===== src/verilog/wwd_pkg.sv =====
// Shared constants and types for the windowed watchdog timer
package wwd_pkg;

   // ==========================================================
   // Clear command values
   localparam logic [7:0] CLR_KEY_FIRST  = 8'h5A;
   localparam logic [7:0] CLR_KEY_SECOND = 8'hA5;

   // ==========================================================
   // Configuration field layout and reset values
   localparam int         PSEL_W        = 3;
   localparam int         WSEL_W        = 2;
   localparam int         CNT_W         = 16;
   localparam logic [2:0] PSEL_RESET    = 3'h6;
   localparam logic [1:0] WSEL_RESET    = 2'h0;
   localparam logic [2:0] PSEL_MAX_NOWIN = 3'h3;   // 62.5 ms and shorter
   localparam logic [1:0] EXCEPTION_LEVEL_IRQ    = 2'h2;

   // ==========================================================
   // Watchdog count clock and period lengths in watchdog ticks
   localparam int WDCLK_HZ = 1024;
   localparam int REF_HZ   = 10_000_000;
   localparam int WDCLK_DIV = REF_HZ / WDCLK_HZ;  // ref cycles per tick
   // Tick counts for 7.8,15.6,31.3,62.5,125,500,2000,8000 ms
   localparam logic [15:0] PER_TICKS [8] = '{
      16'h0008, 16'h0010, 16'h0020, 16'h0040,
      16'h0080, 16'h0200, 16'h0800, 16'h2000};

   // ==========================================================
   // Window modes
   typedef enum logic [1:0] {
      WWD_WIN_OFF = 2'b00,
      WWD_WIN_75  = 2'b01,
      WWD_WIN_50  = 2'b10
   } wwd_win_t;

   // Configuration carrier
   typedef struct packed {
      logic [WSEL_W-1:0] window_sel;
      logic [PSEL_W-1:0] period_sel;
   } wwd_cfg_t;

   // Reset cause carrier
   typedef struct packed {
      logic overflow_reset_flag;
      logic invalid_clear_reset_flag;
   } wwd_cause_t;

endpackage


===== src/verilog/wwd_core.sv =====
// Windowed watchdog timer core
// Operation
// - Clear needs 0x5A at pointer 0, then 0xA5 at pointer 1, window open.
// - Pointer returns to 0 on system reset and on each overflow.
// - Every clear command write inverts the pointer, except in an overflow cycle.
// - 0x5A written at pointer 1 is not accepted; pointer still toggles.
// - 0xA5 without accepted 0x5A or at pointer 0 does not clear.
// - Counter counts up from zero after reset release.
// - Counter halts in STOP mode.
// - Window off, first overflow raises interrupt, not reset.
// - Counter wraps to zero on overflow; keeps counting unless that overflow requests reset.
// - Window off, second overflow resets and sets overflow flag.
// - Three-bit select picks eight periods from 7.8 ms to 8000 ms.
// - Window off, reset at twice the period; clear allowed at any count.
// - Window on, first overflow resets at once, no interrupt.
// - Window on, clear in closed period resets, sets invalid flag.
// - Mode 1 opens about 75 percent, mode 2 about 50 percent.
// - Periods of 62.5 ms or shorter disable the window function.
// - Clearing has no effect at exception level 2.
// - Window select 00 off, 01 mode 1, 10 and 11 mode 2.
`timescale 1ns/1ps
module wwd_core #(
   parameter int DIV = wwd_pkg::WDCLK_DIV
) (
   input  wire logic         ref_clk_i,
   input  wire logic         resetn_i,
   input  wire logic         cmd_wr_i,
   input  wire logic [7:0]   cmd_data_i,
   input  wire logic [1:0]   exception_level_i,
   input  wire logic         stop_mode_i,
   input  wire logic         cfg_wr_i,
   input  wwd_pkg::wwd_cfg_t cfg_data_i,
   input  wire logic         cause_clr_i,
   output wwd_pkg::wwd_cfg_t cfg_o,
   output logic              clear_sequence_pointer_o,
   output logic [15:0]       count_o,
   output logic              irq_o,
   output logic              sys_reset_o,
   output wwd_pkg::wwd_cause_t reset_cause_reg_o
);
   // ==========================================================
   // State
   logic                 ptr_reg;
   logic                 armed_reg;
   logic [15:0]          cnt_reg;
   logic                 ovf_once_reg;
   logic                 irq_reg;
   logic                 rst_reg;
   wwd_pkg::wwd_cfg_t    cfg_reg;
   wwd_pkg::wwd_cause_t  cause_reg;

   logic        tick;
   logic        run;
   logic [15:0] period;
   logic [15:0] open_at;
   logic        win_on;
   logic        ovf;
   logic        in_window;
   logic        level_ok;
   logic        first_ok;
   logic        second_ok;
   logic        clear_ok;
   logic        clear_bad;
   logic        ovf_reset;
   logic [15:0] cnt_next;

   // ==========================================================
   // Sub-blocks
   assign run = !stop_mode_i && !rst_reg;

   wwd_tick_gen #(.DIV(DIV)) u_tick (
      .ref_clk_i (ref_clk_i),
      .resetn_i  (resetn_i),
      .run_i     (run),
      .tick_o    (tick)
   );

   wwd_window_calc u_win (
      .cfg_i     (cfg_reg),
      .period_o  (period),
      .open_at_o (open_at),
      .win_on_o  (win_on)
   );

   // ==========================================================
   // Decode of clear sequence and overflow
   assign ovf       = tick && (cnt_reg == period - 16'h0001);
   assign in_window = (cnt_reg >= open_at);
   assign level_ok  = exception_level_i != wwd_pkg::EXCEPTION_LEVEL_IRQ;
   assign first_ok  = cmd_wr_i && !ptr_reg &&
                      (cmd_data_i == wwd_pkg::CLR_KEY_FIRST);
   assign second_ok = cmd_wr_i && ptr_reg && armed_reg &&
                      (cmd_data_i == wwd_pkg::CLR_KEY_SECOND) &&
                      level_ok && !rst_reg;
   assign clear_ok  = second_ok && (in_window || !win_on);
   assign clear_bad = second_ok && win_on && !in_window;
   assign ovf_reset = ovf && (win_on || ovf_once_reg);
   // Wrap at overflow, restart on clear, else count per tick
   assign cnt_next  = (clear_ok || ovf) ? 16'h0000 :
                      tick ? cnt_reg + 16'h0001 : cnt_reg;

   // ==========================================================
   // Pointer and first-step latch
   always_ff @(posedge ref_clk_i or negedge resetn_i) begin
      if (!resetn_i) begin
         ptr_reg   <= 1'b0;
         armed_reg <= 1'b0;
      end else if (ovf) begin
         ptr_reg   <= 1'b0;
         armed_reg <= 1'b0;
      end else if (cmd_wr_i) begin
         ptr_reg   <= !ptr_reg;
         armed_reg <= first_ok;
      end
   end

   // Counter starts from zero at reset release
   always_ff @(posedge ref_clk_i or negedge resetn_i) begin
      if (!resetn_i) begin
         cnt_reg <= 16'h0000;
      end else begin
         cnt_reg <= cnt_next;
      end
   end

   // First-overflow memory and interrupt pulse
   always_ff @(posedge ref_clk_i or negedge resetn_i) begin
      if (!resetn_i) begin
         ovf_once_reg <= 1'b0;
         irq_reg      <= 1'b0;
      end else begin
         irq_reg <= ovf && !win_on && !ovf_once_reg;
         if (clear_ok) begin
            ovf_once_reg <= 1'b0;
         end else if (ovf && !win_on) begin
            ovf_once_reg <= 1'b1;
         end
      end
   end

   // System reset request, held until external reset arrives
   always_ff @(posedge ref_clk_i or negedge resetn_i) begin
      if (!resetn_i) begin
         rst_reg <= 1'b0;
      end else if (ovf_reset || clear_bad) begin
         rst_reg <= 1'b1;
      end
   end

   // Reset cause flags: set wins over software clear
   // (these would live on a power-on reset domain in a full chip)
   always_ff @(posedge ref_clk_i or negedge resetn_i) begin
      if (!resetn_i) begin
         cause_reg <= '0;
      end else begin
         cause_reg.overflow_reset_flag <= ovf_reset ||
            (cause_reg.overflow_reset_flag && !cause_clr_i);
         cause_reg.invalid_clear_reset_flag <= clear_bad ||
            (cause_reg.invalid_clear_reset_flag && !cause_clr_i);
      end
   end

   // Configuration register
   always_ff @(posedge ref_clk_i or negedge resetn_i) begin
      if (!resetn_i) begin
         cfg_reg.period_sel <= wwd_pkg::PSEL_RESET;
         cfg_reg.window_sel <= wwd_pkg::WSEL_RESET;
      end else if (cfg_wr_i) begin
         cfg_reg <= cfg_data_i;
      end
   end

   // ==========================================================
   // Outputs
   assign cfg_o                    = cfg_reg;
   assign clear_sequence_pointer_o = ptr_reg;
   assign count_o                  = cnt_reg;
   assign irq_o                    = irq_reg;
   assign sys_reset_o              = rst_reg;
   assign reset_cause_reg_o        = cause_reg;

   // Cycles spent at zero while running; a stuck counter runs this up
   logic [15:0] zero_run_reg;
   logic [15:0] zero_run_next;
   assign zero_run_next = (!run || cnt_reg != 16'h0000) ? 16'h0000 :
                          (zero_run_reg == 16'hFFFF) ? zero_run_reg :
                          zero_run_reg + 16'h0001;

   // Zero-run counter
   always_ff @(posedge ref_clk_i or negedge resetn_i) begin
      if (!resetn_i) begin
         zero_run_reg <= 16'h0000;
      end else begin
         zero_run_reg <= zero_run_next;
      end
   end
endmodule


===== src/verilog/wwd_tick_gen.sv =====
// Divider that makes the watchdog count clock tick from the reference
`timescale 1ns/1ps
module wwd_tick_gen #(
   parameter int DIV = wwd_pkg::WDCLK_DIV
) (
   input  wire logic ref_clk_i,
   input  wire logic resetn_i,
   input  wire logic run_i,
   output logic      tick_o
);
   localparam logic [15:0] LAST = 16'(DIV - 1);
   logic [15:0] div_reg;
   logic [15:0] div_next;

   // Count while running, one-cycle tick at wrap
   assign tick_o   = run_i && (div_reg == LAST);
   assign div_next = tick_o ? 16'h0000 : div_reg + 16'h0001;

   // Divider state
   always_ff @(posedge ref_clk_i or negedge resetn_i) begin
      if (!resetn_i) begin
         div_reg <= 16'h0000;
      end else if (run_i) begin
         div_reg <= div_next;
      end
   end
endmodule


===== src/verilog/wwd_window_calc.sv =====
// Decodes period select and window select into thresholds
`timescale 1ns/1ps
module wwd_window_calc (
   input  wwd_pkg::wwd_cfg_t cfg_i,
   output logic [15:0]       period_o,
   output logic [15:0]       open_at_o,
   output logic              win_on_o
);
   logic [15:0] per;
   logic        long_per;
   wwd_pkg::wwd_win_t mode;

   // Period lookup and effective window mode
   assign per      = wwd_pkg::PER_TICKS[cfg_i.period_sel];
   assign long_per = cfg_i.period_sel > wwd_pkg::PSEL_MAX_NOWIN;
   assign mode     = (cfg_i.window_sel == 2'b00) ? wwd_pkg::WWD_WIN_OFF :
                     (cfg_i.window_sel == 2'b01) ? wwd_pkg::WWD_WIN_75 :
                     wwd_pkg::WWD_WIN_50;
   assign win_on_o = long_per && (mode != wwd_pkg::WWD_WIN_OFF);
   assign period_o = per;
   // Closed part first, open part up to overflow
   assign open_at_o = !win_on_o ? 16'h0000 :
                      (mode == wwd_pkg::WWD_WIN_75) ? (per >> 2) :
                      (per >> 1);
endmodule

===== config.mk =====
export PLATFORM = sky130hd
export DESIGN_NAME = wwd_core
export DESIGN_NICKNAME = d
export VERILOG_FILES = /design/src/verilog/wwd_pkg.sv /design/src/verilog/wwd_core.sv /design/src/verilog/wwd_tick_gen.sv /design/src/verilog/wwd_window_calc.sv
export SDC_FILE = /design/constraint.sdc
export NUM_CORES = 1
export LEC_CHECK = 0
export BUFFER_PORTS_ARGS = -buffer_cell sky130_fd_sc_hd__buf_2
export CAP_MARGIN = 40
export CORE_ASPECT_RATIO = 0.6
export CORE_MARGIN = 4
export CORE_UTILIZATION = 35
export CTS_BUF_LIST = sky130_fd_sc_hd__clkbuf_4 sky130_fd_sc_hd__clkbuf_8
export CTS_CLUSTER_SIZE = 30
export DETAILED_ROUTE_END_ITERATION = 7
export GPL_ROUTABILITY_DRIVEN = 1
export GPL_TIMING_DRIVEN = 0
export SLEW_MARGIN = 20
export SYNTH_ARGS = -nofsm -noshare
export SYNTH_HDL_FRONTEND = slang
export SYNTH_HIERARCHICAL = 1
export SYNTH_SLANG_ARGS = --single-unit

===== constraint.sdc =====
create_clock -name ref_clk_i -period 3.3 [get_ports ref_clk_i]
set_input_delay 0.165 -clock ref_clk_i [delete_from_list [all_inputs] [get_ports ref_clk_i]]
set_output_delay 0.165 -clock ref_clk_i [all_outputs]
set_load 0.02 [all_outputs]

# == After elaboration in Yosys (flattened, before gate mapping) ==
# Memories as Yosys holds them, arrays and structs flattened.
# Cells that the tools add are included.
# word_totals
ff_bits,44
mem_bits_ro,128
inputBits,21
out_inout_bits,26
wordCells,78
mem_count,1
# classes
add_sub_neg,3
order_cmp,3
eq_ne,7
muxes,15
bitwise,1
n_reduce_logical,37
# memory_table
memory,words,word_bits,rd,rd_ports_with_merged_regs,write_ports,line,source
(no name shown),8,16,1,0,0,wwd_window_calc.sv:14,assign per = wwd_pkg::PER_TICKS[cfg_i.period_sel];
# ops
operator,n
16-bit 2-to-1 mux,5
16-bit by 1-bit adder with 16-bit output (second input constant),2
15-bit 2-to-1 mux,2
1-bit logical AND,19
16-bit by 14-bit == test with 1-bit output (second input constant),1
16-bit == test,1
16-bit greater-or-equal comparator,1
16-bit by 1-bit subtractor with 16-bit output (second input constant),1
8-bit by 7-bit == test with 1-bit output (second input constant),1
8-bit == test (second input constant),1
2-bit nonzero test,4
1-bit logical NOT,7
1-bit logical OR,6
1-bit 2-to-1 mux,6
2-bit by 1-bit == test with 1-bit output (second input constant),2
4-bit greater-or-equal comparator (second input constant),1
2-bit 2-to-1 mux,2
3-bit inverter with 4-bit output,1
3-bit by 2-bit > comparator with 1-bit output (second input constant),1
2-bit logical NOT,1
2-bit != test (second input constant),1

# == Longest topological paths before layout ==
# Gate-level depths: netlist of run 1.
# depth
depth_word,11
depth_mapped,12

# == Modules after synthesis ==
# The synthesis of run 1 kept the hierarchy.
# modules_own_cells
module,n_inst,cells_per_inst,area_each_um2,seq_area_each_um2
wwd_core,1,281,2428.6,703.2
wwd_tick_gen,1,73,784.5,400.4
wwd_window_calc,1,42,257.7,0.0

# == Worst setup path before layout of run 1 ==
# OpenSTA, ideal clock, no wires.
# synth_timing
path_kind,flip-flop to flip-flop
startpoint,register cfg_reg (netlist bit cfg_o[0])
endpoint,register cnt_reg[0] (netlist: count_o[0])
setup_ns,0.094
t_arrival_ns,3.040
required_time_ns,3.206
slack_ns,0.166
stages_incl_launch_ff,13
path_buffers,2
synth_period_minus_slack_ns,3.134
cell_sequence,dfrtp_1 -> buf_6 -> or3b_4 -> nor2_1 -> inv_1 -> ha_1 -> and4_1 -> o21ai_0 -> o221ai_1 -> a2111oi_0 -> nor2_1 -> clkbuf_1 -> a211oi_1
# synth_between
elab_chain_len,11
# synth_lines
element,line,source
from (decl),wwd_core.sv:49,wwd_pkg::wwd_cfg_t cfg_reg;
from (signal assigned),wwd_core.sv:169,cfg_reg <= cfg_data_i;
3-bit inverter with 4-bit output (not written as such),wwd_window_calc.sv:14,
memory 8 x 16 bit,--,
16-bit 2-to-1 mux (not written as such) (2 in series),wwd_window_calc.sv:14,
15-bit 2-to-1 mux,wwd_window_calc.sv:23,(mode == wwd_pkg::WWD_WIN_75) ? (per >> 2) :
15-bit 2-to-1 mux *,wwd_window_calc.sv:22,assign open_at_o = !win_on_o ? 16'h0000 :
named net open_at[5],wwd_core.sv:55,logic [15:0] open_at;
16-bit greater-or-equal comparator *,wwd_core.sv:88,assign in_window = (cnt_reg >= open_at);
1-bit logical OR *,wwd_core.sv:95,assign clear_ok = second_ok && (in_window || !win_on);
1-bit logical AND *,wwd_core.sv:95,
1-bit logical OR *,wwd_core.sv:99,assign cnt_next = (clear_ok || ovf) ? 16'h0000 :
16-bit 2-to-1 mux / 2-bit nonzero test (equally long branches),--,
to (signal assigned),wwd_core.sv:122,cnt_reg <= cnt_next;
to (decl),wwd_core.sv:45,logic [15:0] cnt_reg;
# Mark *: on every way through the listed nets, which the timed path passes. The rest lies on a longest branch. The select of a mux whose other input is x is not followed.
# A chain may end at the register's enable or synchronous reset.

# == Worst setup path after layout of run 1 ==
# layout_timing
startpoint,register u_tick.div_reg[0]
endpoint,register cnt_reg[14] (netlist: count_o[14])
# layout_between
elab_chain_len,5
# layout_lines
element,line,source
from (decl),wwd_tick_gen.sv:12,logic [15:0] div_reg;
from (signal assigned),wwd_tick_gen.sv:24,div_reg <= div_next;
16-bit by 14-bit == test with 1-bit output *,wwd_tick_gen.sv:16,assign tick_o = run_i && (div_reg == LAST);
1-bit logical AND *,wwd_tick_gen.sv:16,
named net tick,wwd_core.sv:52,logic tick;
1-bit logical AND,wwd_core.sv:87,assign ovf = tick && (cnt_reg == period - 16'h0001);
1-bit logical OR,wwd_core.sv:99,
16-bit 2-to-1 mux / 2-bit nonzero test (equally long branches),--,
# Mark *: on every way through the listed nets, which the timed path passes. The rest lies on a longest branch.

==> results of run 1 <==
-- logic make-up after synthesis --
| logic type | synth area share (%) |
|---|---|
| adders and majority gates | 7.21 |
| xor gates and xnor gates | 10.6 |
| and+or+nand+nor | 25.2 |
| AOI/OAI and AO/OA | 13.1 |
| buffers and inverters | 8.90 |
| DFF | 31.8 |
| other | 0.108 |
| muxes | 3.10 |
-- metrics by stage --
stage / setup TNS [ns] / cells / worst slack, ns / utilization, %
after floorplan: 0 / 411 / 0.166 / -
after global placement: -9.56 / 587 / -0.706 / 41.6
after detailed placement: -4.40 / 589 / -0.443 / 41.8
after CTS: 0 / 599 / 0.0169 / 43.5
after global routing: 0 / 599 / 0.00992 / 43.8
final: 0 / 599 / 0.191 / 43.8
-- repair_timing --
action / 4_1_cts / 5_1_grt
hold buffers: 1 / 0
endpoints found under the hold margin: 15 / 0
setup buffers: 1 / 0
gates resized for setup: 6 / 12
pin swaps: 1 / 0
endpoints found under the setup margin: 13 / 20
-- layer usage --
layer | vias up | global-route usage, % | part of all wire (%) | wire (µm)
li1 | 1543 | - | - | -
met1 | 1444 | 26.4 | 56 | 5030
met2 | 79 | 21.5 | 38 | 3400
met3 | 8 | 3.44 | 5.6 | 507
met4 | 0 | 2.65 | 0.59 | 53
met5 | - | 0 | 0 | 0
-- cell usage in the layout, fill, tap and decap left out, types with 3 or more instances in the layout --
cell type,instances
inv_1,28
clkbuf_1,9
or4b_1,3
buf_2,48
nor2b_1,3
a31oi_1,5
nor3_1,13
xor2_1,16
o21ai_0,7
conb_1,16
nand2b_1,5
nand3_1,18
a211oi_1,16
mux2_2,6
nand3b_1,3
ha_1,20
or3_1,7
nand2_1,19
nand4_1,14
mux2i_1,4
a21oi_1,11
nor4_1,8
nor2_1,28
nor2_2,4
nand4b_1,3
dfrtp_1,42
buf_4,18
xnor2_1,26
clkbuf_8,6
-- area by class of cell --
type	count	area, µm²
tap	130	163
sequential	44	1100
timing repair buffer	50	273
multi-input combinational	306	2160
buffer	33	206
clock buffer	6	82.6
inverter	28	105
clock inverter	2	38.8
fill	942	5290
-- final timing paths --
| kind | depth (start not counted) | to | slack [ns] |
|---|---|---|---|
| worst max-delay path | 11 | count_o[14] | 0.19 |
| worst min-delay path | 2 | cfg_o[1] | 0.09 |
| worst max register to register | 11 | count_o[14] | 0.19 |
| worst min register to register | 1 | u_tick/div_reg[15] | 0.48 |
| max in group asynchronous | 3 | cfg_o[1] | 2.42 |
| min in group asynchronous | 2 | u_tick/div_reg[0] | 0.32 |
-- power breakdown --
part / internal, W / total [W] / switching (W)
logic: 0.000136 / 0.000317 / 0.000181
registers: 0.000584 / 0.000643 / 0.0000589
clock network: 0.000247 / 0.000434 / 0.000186
==> impl_results.rst, run 1 <==
.. list-table::
   :header-rows: 1

   * - Metric
     - Value
   * - I/O pin count
     - 47
   * - Crit path max-delay family
     - simple AND/OR/NAND/NOR gates
   * - Core region area
     - 0.00943 mm²
   * - Root cell of the clock tree
     - clkbuf_8
   * - Floorplan row count
     - 27
   * - Initial antenna violation count
     - 0
   * - Largest area contributor in the synthesized netlist
     - dfrtp_1
   * - DP HPWL
     - 7260 µm
   * - Largest net degree at the start of global routing
     - 30
   * - Data arrival time of the worst path
     - 3.27 ns
   * - Clock-pin slew on the worst setup and hold paths
     - about 0.080 ns
   * - Buffers added on ports
     - 46
   * - Global-route total usage across every layer
     - between 10% and 20%
   * - Fraction of layout cells with a size suffix above 1
     - 22.4%
   * - Max Clock Freq
     - around 0.32 GHz
   * - Area of the mapped netlist
     - 0.00347 mm²
   * - Most used DFF post-synth
     - dfrtp_1
   * - Layout Skew
     - 0.0103 ns
   * - Hold Fails Final Rpt
     - 0
   * - Number of buffers and inverters on the critical path
     - 2
   * - Yosys warning total
     - 6
   * - Chip height
     - 85.1 µm
   * - Total via count in the routed design
     - 3074
   * - DRC errors left
     - 0
   * - Fraction of registers with async set or reset after synthesis
     - 100%
   * - Final Total Pwr
     - 0.00139 W
   * - Measured slew at the worst slew-check pin
     - 0.635 ns
   * - Die ar.
     - 0.0116 mm²
   * - H-tree depth reported by CTS
     - 2
   * - Die width
     - ~140 µm
   * - Area fraction of the dominant cell type after synthesis
     - 30.3%
   * - Synthesized area per cell
     - 8.76 µm²
   * - Synthesized netlist cell count
     - 396
   * - Clock latency reported for the late side of the worst-skew pair
     - roughly 0.30 ns
   * - Initial core utilization
     - between 30% and 40%
   * - Fin crit share
     - 94.2%
   * - Ratio of total power to cell area
     - between 300 and 400 mW/mm²
   * - Clock buffer count from CTS
     - 5
   * - Number of routed nets with antenna violations
     - 0
   * - Hold wc startpoint
     - cfg_data_i[1]
   * - Most instantiated library cell after synthesis
     - dfrtp_1
   * - Drt total wl
     - 8990 µm
   * - First-pass iteration count of the detailed router
     - 4
   * - Launch point of the worst path
     - u_tick/div_reg[0]
   * - Result of the run
     - finished clean
   * - Count of flip-flops with a built-in enable after synthesis
     - 0
   * - Startpoint kind of the worst setup timing path
     - flop
   * - Largest voltage drop on the vdd net
     - 0.000245 V
   * - Final-report max-slew violation count
     - 0
   * - Final setup violation count
     - 0
   * - Via count of the first global-routing pass
     - 2966
   * - Per-cell routed wire length
     - between 15 and 20 µm
   * - #FFs+latches synth
     - 44
   * - Number of different library cells in the post-synthesis netlist
     - 67
   * - Final global-route overflow total
     - 0
   * - Worst-path maximum fanout
     - 7
   * - Peak per-stage delay on the critical path
     - 0.51 ns
   * - Crit Path Class
     - flop to flop
   * - Max-cap viol count
     - 0
   * - Slew headroom
     - between 50 and 60%
   * - Slowest cell on the critical path
     - or4b_1
   * - Number of vias per cell
     - 5.13
   * - Wire length of the first global-routing pass
     - between 15000 and 20000 µm
   * - Inserted Diodes
     - 0
   * - Nets
     - 509
   * - Worst path required time
     - 3.46 ns
   * - Leakage dissipation
     - 1.83 nW
   * - Leading post-synthesis cells by cell area
     - dfrtp_1, ha_1, xnor2_1, xor2_1, buf_4
   * - Most common library cells after synthesis
     - dfrtp_1, nor2_1, inv_1
   * - Longest Clk Path Bufs
     - 2
   * - CTS tree
     - done
   * - Synthesis-to-layout area growth
     - 19.1%
   * - Worst reg2reg path startpoint
     - u_tick/div_reg[0]
   * - Weighted congestion reported at the end of routability-driven placement
     - between 0.8 and 0.9
   * - Crit path cell chain
     - inv_1 -> ha_1 -> or4b_1 -> nor4_4 -> clkbuf_2 -> and4_1 -> and3_1 -> nand3_1 -> nor4_1 -> xnor2_1 -> a211oi_1
   * - Type of element capturing the critical path
     - flop
   * - Post-place instance area
     - around 0.004 mm²
   * - Kind of path behind the tightest hold check
     - input pin to flop
   * - RSZ-0062 raised after global routing
     - no
   * - Number of DRC markers after the initial detailed-route iteration
     - 257
   * - Minimum hold slack
     - 0.0916 ns
   * - Final non-filler cell area
     - 0.00413 mm²
   * - Sequential area share after synthesis
     - 31.8%
   * - Minimum period implied by the final worst setup slack
     - 3.11 ns
   * - Sink Count
     - 44
No activity file was read; power rests on OpenSTA's default activity.
==> inputs of run 2 (changes only) <==
- ABC_AREA: default -> 1
==> impl_results.rst, run 2 <==
.. list-table::
   :header-rows: 1

   * - Metric
     - Value
   * - Sum of negative setup slack
     - 0 ns (unchanged)
   * - Die ar.
     - 0.0132 mm² (+14%)
   * - Root cell of the clock tree
     - clkbuf_8
   * - First-pass iteration count of the detailed router
     - 5 (+1)
   * - Layout fillers
     - 1146 (+22%)
   * - Slew headroom
     - 60.3% (+2.9 points)
   * - Number of different library cells in the post-synthesis netlist
     - 37 (-45%)
   * - Drt total wl
     - 10400 µm (+16%)
   * - H-tree depth reported by CTS
     - 2 (unchanged)
   * - Sink Count
     - 44 (unchanged)
   * - Post-place instance area
     - 0.00447 mm² (+13%)
   * - DRC errors left
     - 0 (unchanged)
   * - Synthesized netlist cell count
     - 603 (+52%)
   * - Minimum period implied by the final worst setup slack
     - 2.95 ns (-0.158 ns)
   * - Inserted Diodes
     - 0 (unchanged)
   * - Number of routed nets with antenna violations
     - 0 (unchanged)
   * - Die width
     - 146 µm (+6.7%)
   * - Leakage dissipation
     - 2.50 nW (+37%)
   * - Leading cell type in the layout, fill and taps excluded
     - nand2_1
   * - I/O pin count
     - 47 (unchanged)
   * - Clock buffer count from CTS
     - 5 (unchanged)
   * - Largest net degree at the start of global routing
     - 31 (+3.3%)
   * - Initial antenna violation count
     - 0 (unchanged)
   * - Most used DFF post-synth
     - dfrtp_1
   * - Max-cap viol count
     - 0 (unchanged)
   * - Area fraction of the dominant cell type after synthesis
     - 26.4% (-3.9 points)
   * - Number of DRC markers after the initial detailed-route iteration
     - 283 (+10%)
   * - Most instantiated library cell after synthesis
     - nand2_1
   * - Final-report max-slew violation count
     - 0 (unchanged)
   * - Final non-filler cell area
     - 0.00460 mm² (+11%)
   * - Kind of path behind the tightest hold check
     - input pin to flop
   * - RSZ-0062 raised after global routing
     - no
   * - Buffers added on ports
     - 46 (unchanged)
   * - Clock latency reported for the late side of the worst-skew pair
     - 0.31 ns (about the same)
   * - Final setup margin
     - 0.349 ns (+0.158 ns)
   * - #FFs+latches synth
     - 44 (unchanged)
   * - Global-route total usage across every layer
     - 16.5% (+0.32 points)
   * - Data arrival time of the worst path
     - 3.15 ns (-0.12 ns)
   * - Result of the run
     - finished clean
   * - CTS tree
     - done
   * - Fraction of layout cells with a size suffix above 1
     - 18.4% (-4.0 points)
   * - Worst-path maximum fanout
     - 10 (+3)
   * - DP HPWL
     - 8680 µm (+20%)
   * - Core region area
     - 0.0108 mm² (+15%)
   * - Final global-route overflow total
     - 0 (unchanged)
   * - Ratio of total power to cell area
     - 276 mW/mm² (-18%)
   * - Max Clock Freq
     - 0.339 GHz (+5.4%)
   * - Worst path required time
     - 3.50 ns (+0.04 ns)
   * - Yosys warning total
     - 6 (unchanged)
   * - Longest Clk Path Bufs
     - 2 (unchanged)
   * - Most used cells in the layout excluding fill and tap cells
     - nand2_1, inv_1, nor2_1
   * - Most common library cells after synthesis
     - nand2_1, inv_1, nor2_1
   * - Crit Path Class
     - flop to flop
   * - Wire length of the first global-routing pass
     - 17900 µm (+19%)
   * - Number of vias per cell
     - 4.66 (-9.3%)
   * - Synthesized area per cell
     - 6.61 µm² (-25%)
   * - Largest area contributor in the synthesized netlist
     - dfrtp_1
   * - Chip height
     - 90.7 µm (+6.5%)
   * - Weighted congestion reported at the end of routability-driven placement
     - 0.893 (-0.13%)
   * - Via count of the first global-routing pass
     - 3637 (+23%)
   * - Count of flip-flops with a built-in enable after synthesis
     - 0 (unchanged)
   * - Startpoint kind of the worst setup timing path
     - flop
   * - Nets
     - 714 (+40%)
   * - Pre-CTS setup slack
     - 0.332 ns (+0.774 ns)
   * - Hold Fails Final Rpt
     - 0 (unchanged)
   * - Initial core utilization
     - 36.7% (-0.093 points)
   * - Type of element capturing the critical path
     - flop
   * - Measured slew at the worst slew-check pin
     - 0.591 ns (-0.0437 ns)
   * - Layout Skew
     - 0.0144 ns (+0.00406 ns)
   * - Per-cell routed wire length
     - 12.8 µm (-15%)
   * - Area of the mapped netlist
     - 0.00399 mm² (+15%)
   * - Largest voltage drop on the vdd net
     - 0.000253 V (+3.4%)
   * - Fin crit share
     - 89.4% (-4.8 points)
   * - Final Total Pwr
     - 0.00127 W (-9.0%)
   * - Leading post-synthesis cells by cell area
     - dfrtp_1, nand2_1, inv_1, nor2_1, ha_1
   * - Sequential area share after synthesis
     - 27.7% (-4.1 points)
   * - Final setup violation count
     - 0 (unchanged)
   * - Clock-pin slew on the worst setup and hold paths
     - 0.09 ns (about the same)
   * - Fraction of registers with async set or reset after synthesis
     - 100% (unchanged)
   * - Synthesis-to-layout area growth
     - 15.4%
   * - Floorplan row count
     - 29 (+7.4%)
   * - Total via count in the routed design
     - 3785 (+23%)
[run 2: critical path: stages (launching register included)]
cell and delay (ns):
dfrtp_1 0.41, nor2_1 0.10, buf_2 0.20, nand2_1 0.08
nor3_2 0.17, nand3_4 0.17, inv_2 0.09, buf_4 0.19
inv_1 0.14, a21oi_1 0.14, nand3_1 0.10, nor2_1 0.16
nand2_1 0.07, nor2_1 0.10, nand2_1 0.07, nor2_2 0.16
nand2_2 0.12, nand2_4 0.15, buf_12 0.16, nor2_2 0.04
[run 2: logic make-up after synthesis]
logic type | count (synthesis) | synth area share (%)
AOI/OAI and AO/OA | 31 | 4.18
xor gates and xnor gates | 30 | 6.59
adders and majority gates | 20 | 6.28
buffers and inverters | 125 | 13.9
DFF | 44 | 27.7
muxes | 5 | 1.41
other | 1 | 0.0941
and+or+nand+nor | 347 | 39.8
[run 2: area by class of cell]
class	count	area [µm²]	area share, %
clock buffer	5	68.8	1.50
clock inverter	3	46.3	1.01
tap	139	174	3.78
buffer	20	160	3.48
inverter	105	394	8.57
sequential	44	1100	24.0
multi-input combinational	449	2390	52.0
timing repair buffer	48	260	5.66
[run 2: worst paths after layout]
| check | startpoint | end | slack [ns] | cells after the start |
|---|---|---|---|---|
| max in group asynchronous | resetn_i | irq_o | 2.50 | 3 |
| setup / recovery | sys_reset_o | count_o[2] | 0.35 | 19 |
| min in group asynchronous | resetn_i | cfg_o[4] | 0.29 | 2 |
| setup reg to reg | sys_reset_o | count_o[2] | 0.35 | 19 |
| hold / removal | cause_clr_i | reset_cause_reg_o[1] | 0.05 | 2 |
| hold reg to reg | armed_reg | armed_reg | 0.52 | 2 |
[run 2: per-layer routing]
metal | GRT usage [%] | up-vias | wire [µm]
li1 | - | 1983 | -
met5 | 0 | - | 0
met1 | 25.8 | 1714 | 5810
met4 | 3.71 | 0 | 114
met2 | 23.5 | 78 | 4110
met3 | 2.46 | 10 | 388
[run 2: stage by stage]
step	hold slack [ns]	instances	utilization, %
5_1_grt	0.0671	813	42.4
6_report	0.0550	813	42.4
3_5_place_dp	0.111	804	41.2
2_1_floorplan	-0.131	618	-
4_1_cts	0.0489	813	42.3
3_3_place_gp	0.367	803	41.0
[run 2: power breakdown]
| group | internal [W] | switching (W) | leakage [nW] |
|---|---|---|---|
| Sequential | 0.000550 | 0.0000148 | 0.516 |
| Clock | 0.000228 | 0.000214 | 0.0548 |
| Combinational | 0.0000939 | 0.000167 | 1.93 |
| Total | 0.000872 | 0.000396 | 2.50 |
[run 2: timing repair]
item,CTS,global route
endpoints found under the setup margin,0,9
hold endpoints to repair,12,0
buffers inserted,0,0
hold buffers,1,0
gates resized for setup,0,1
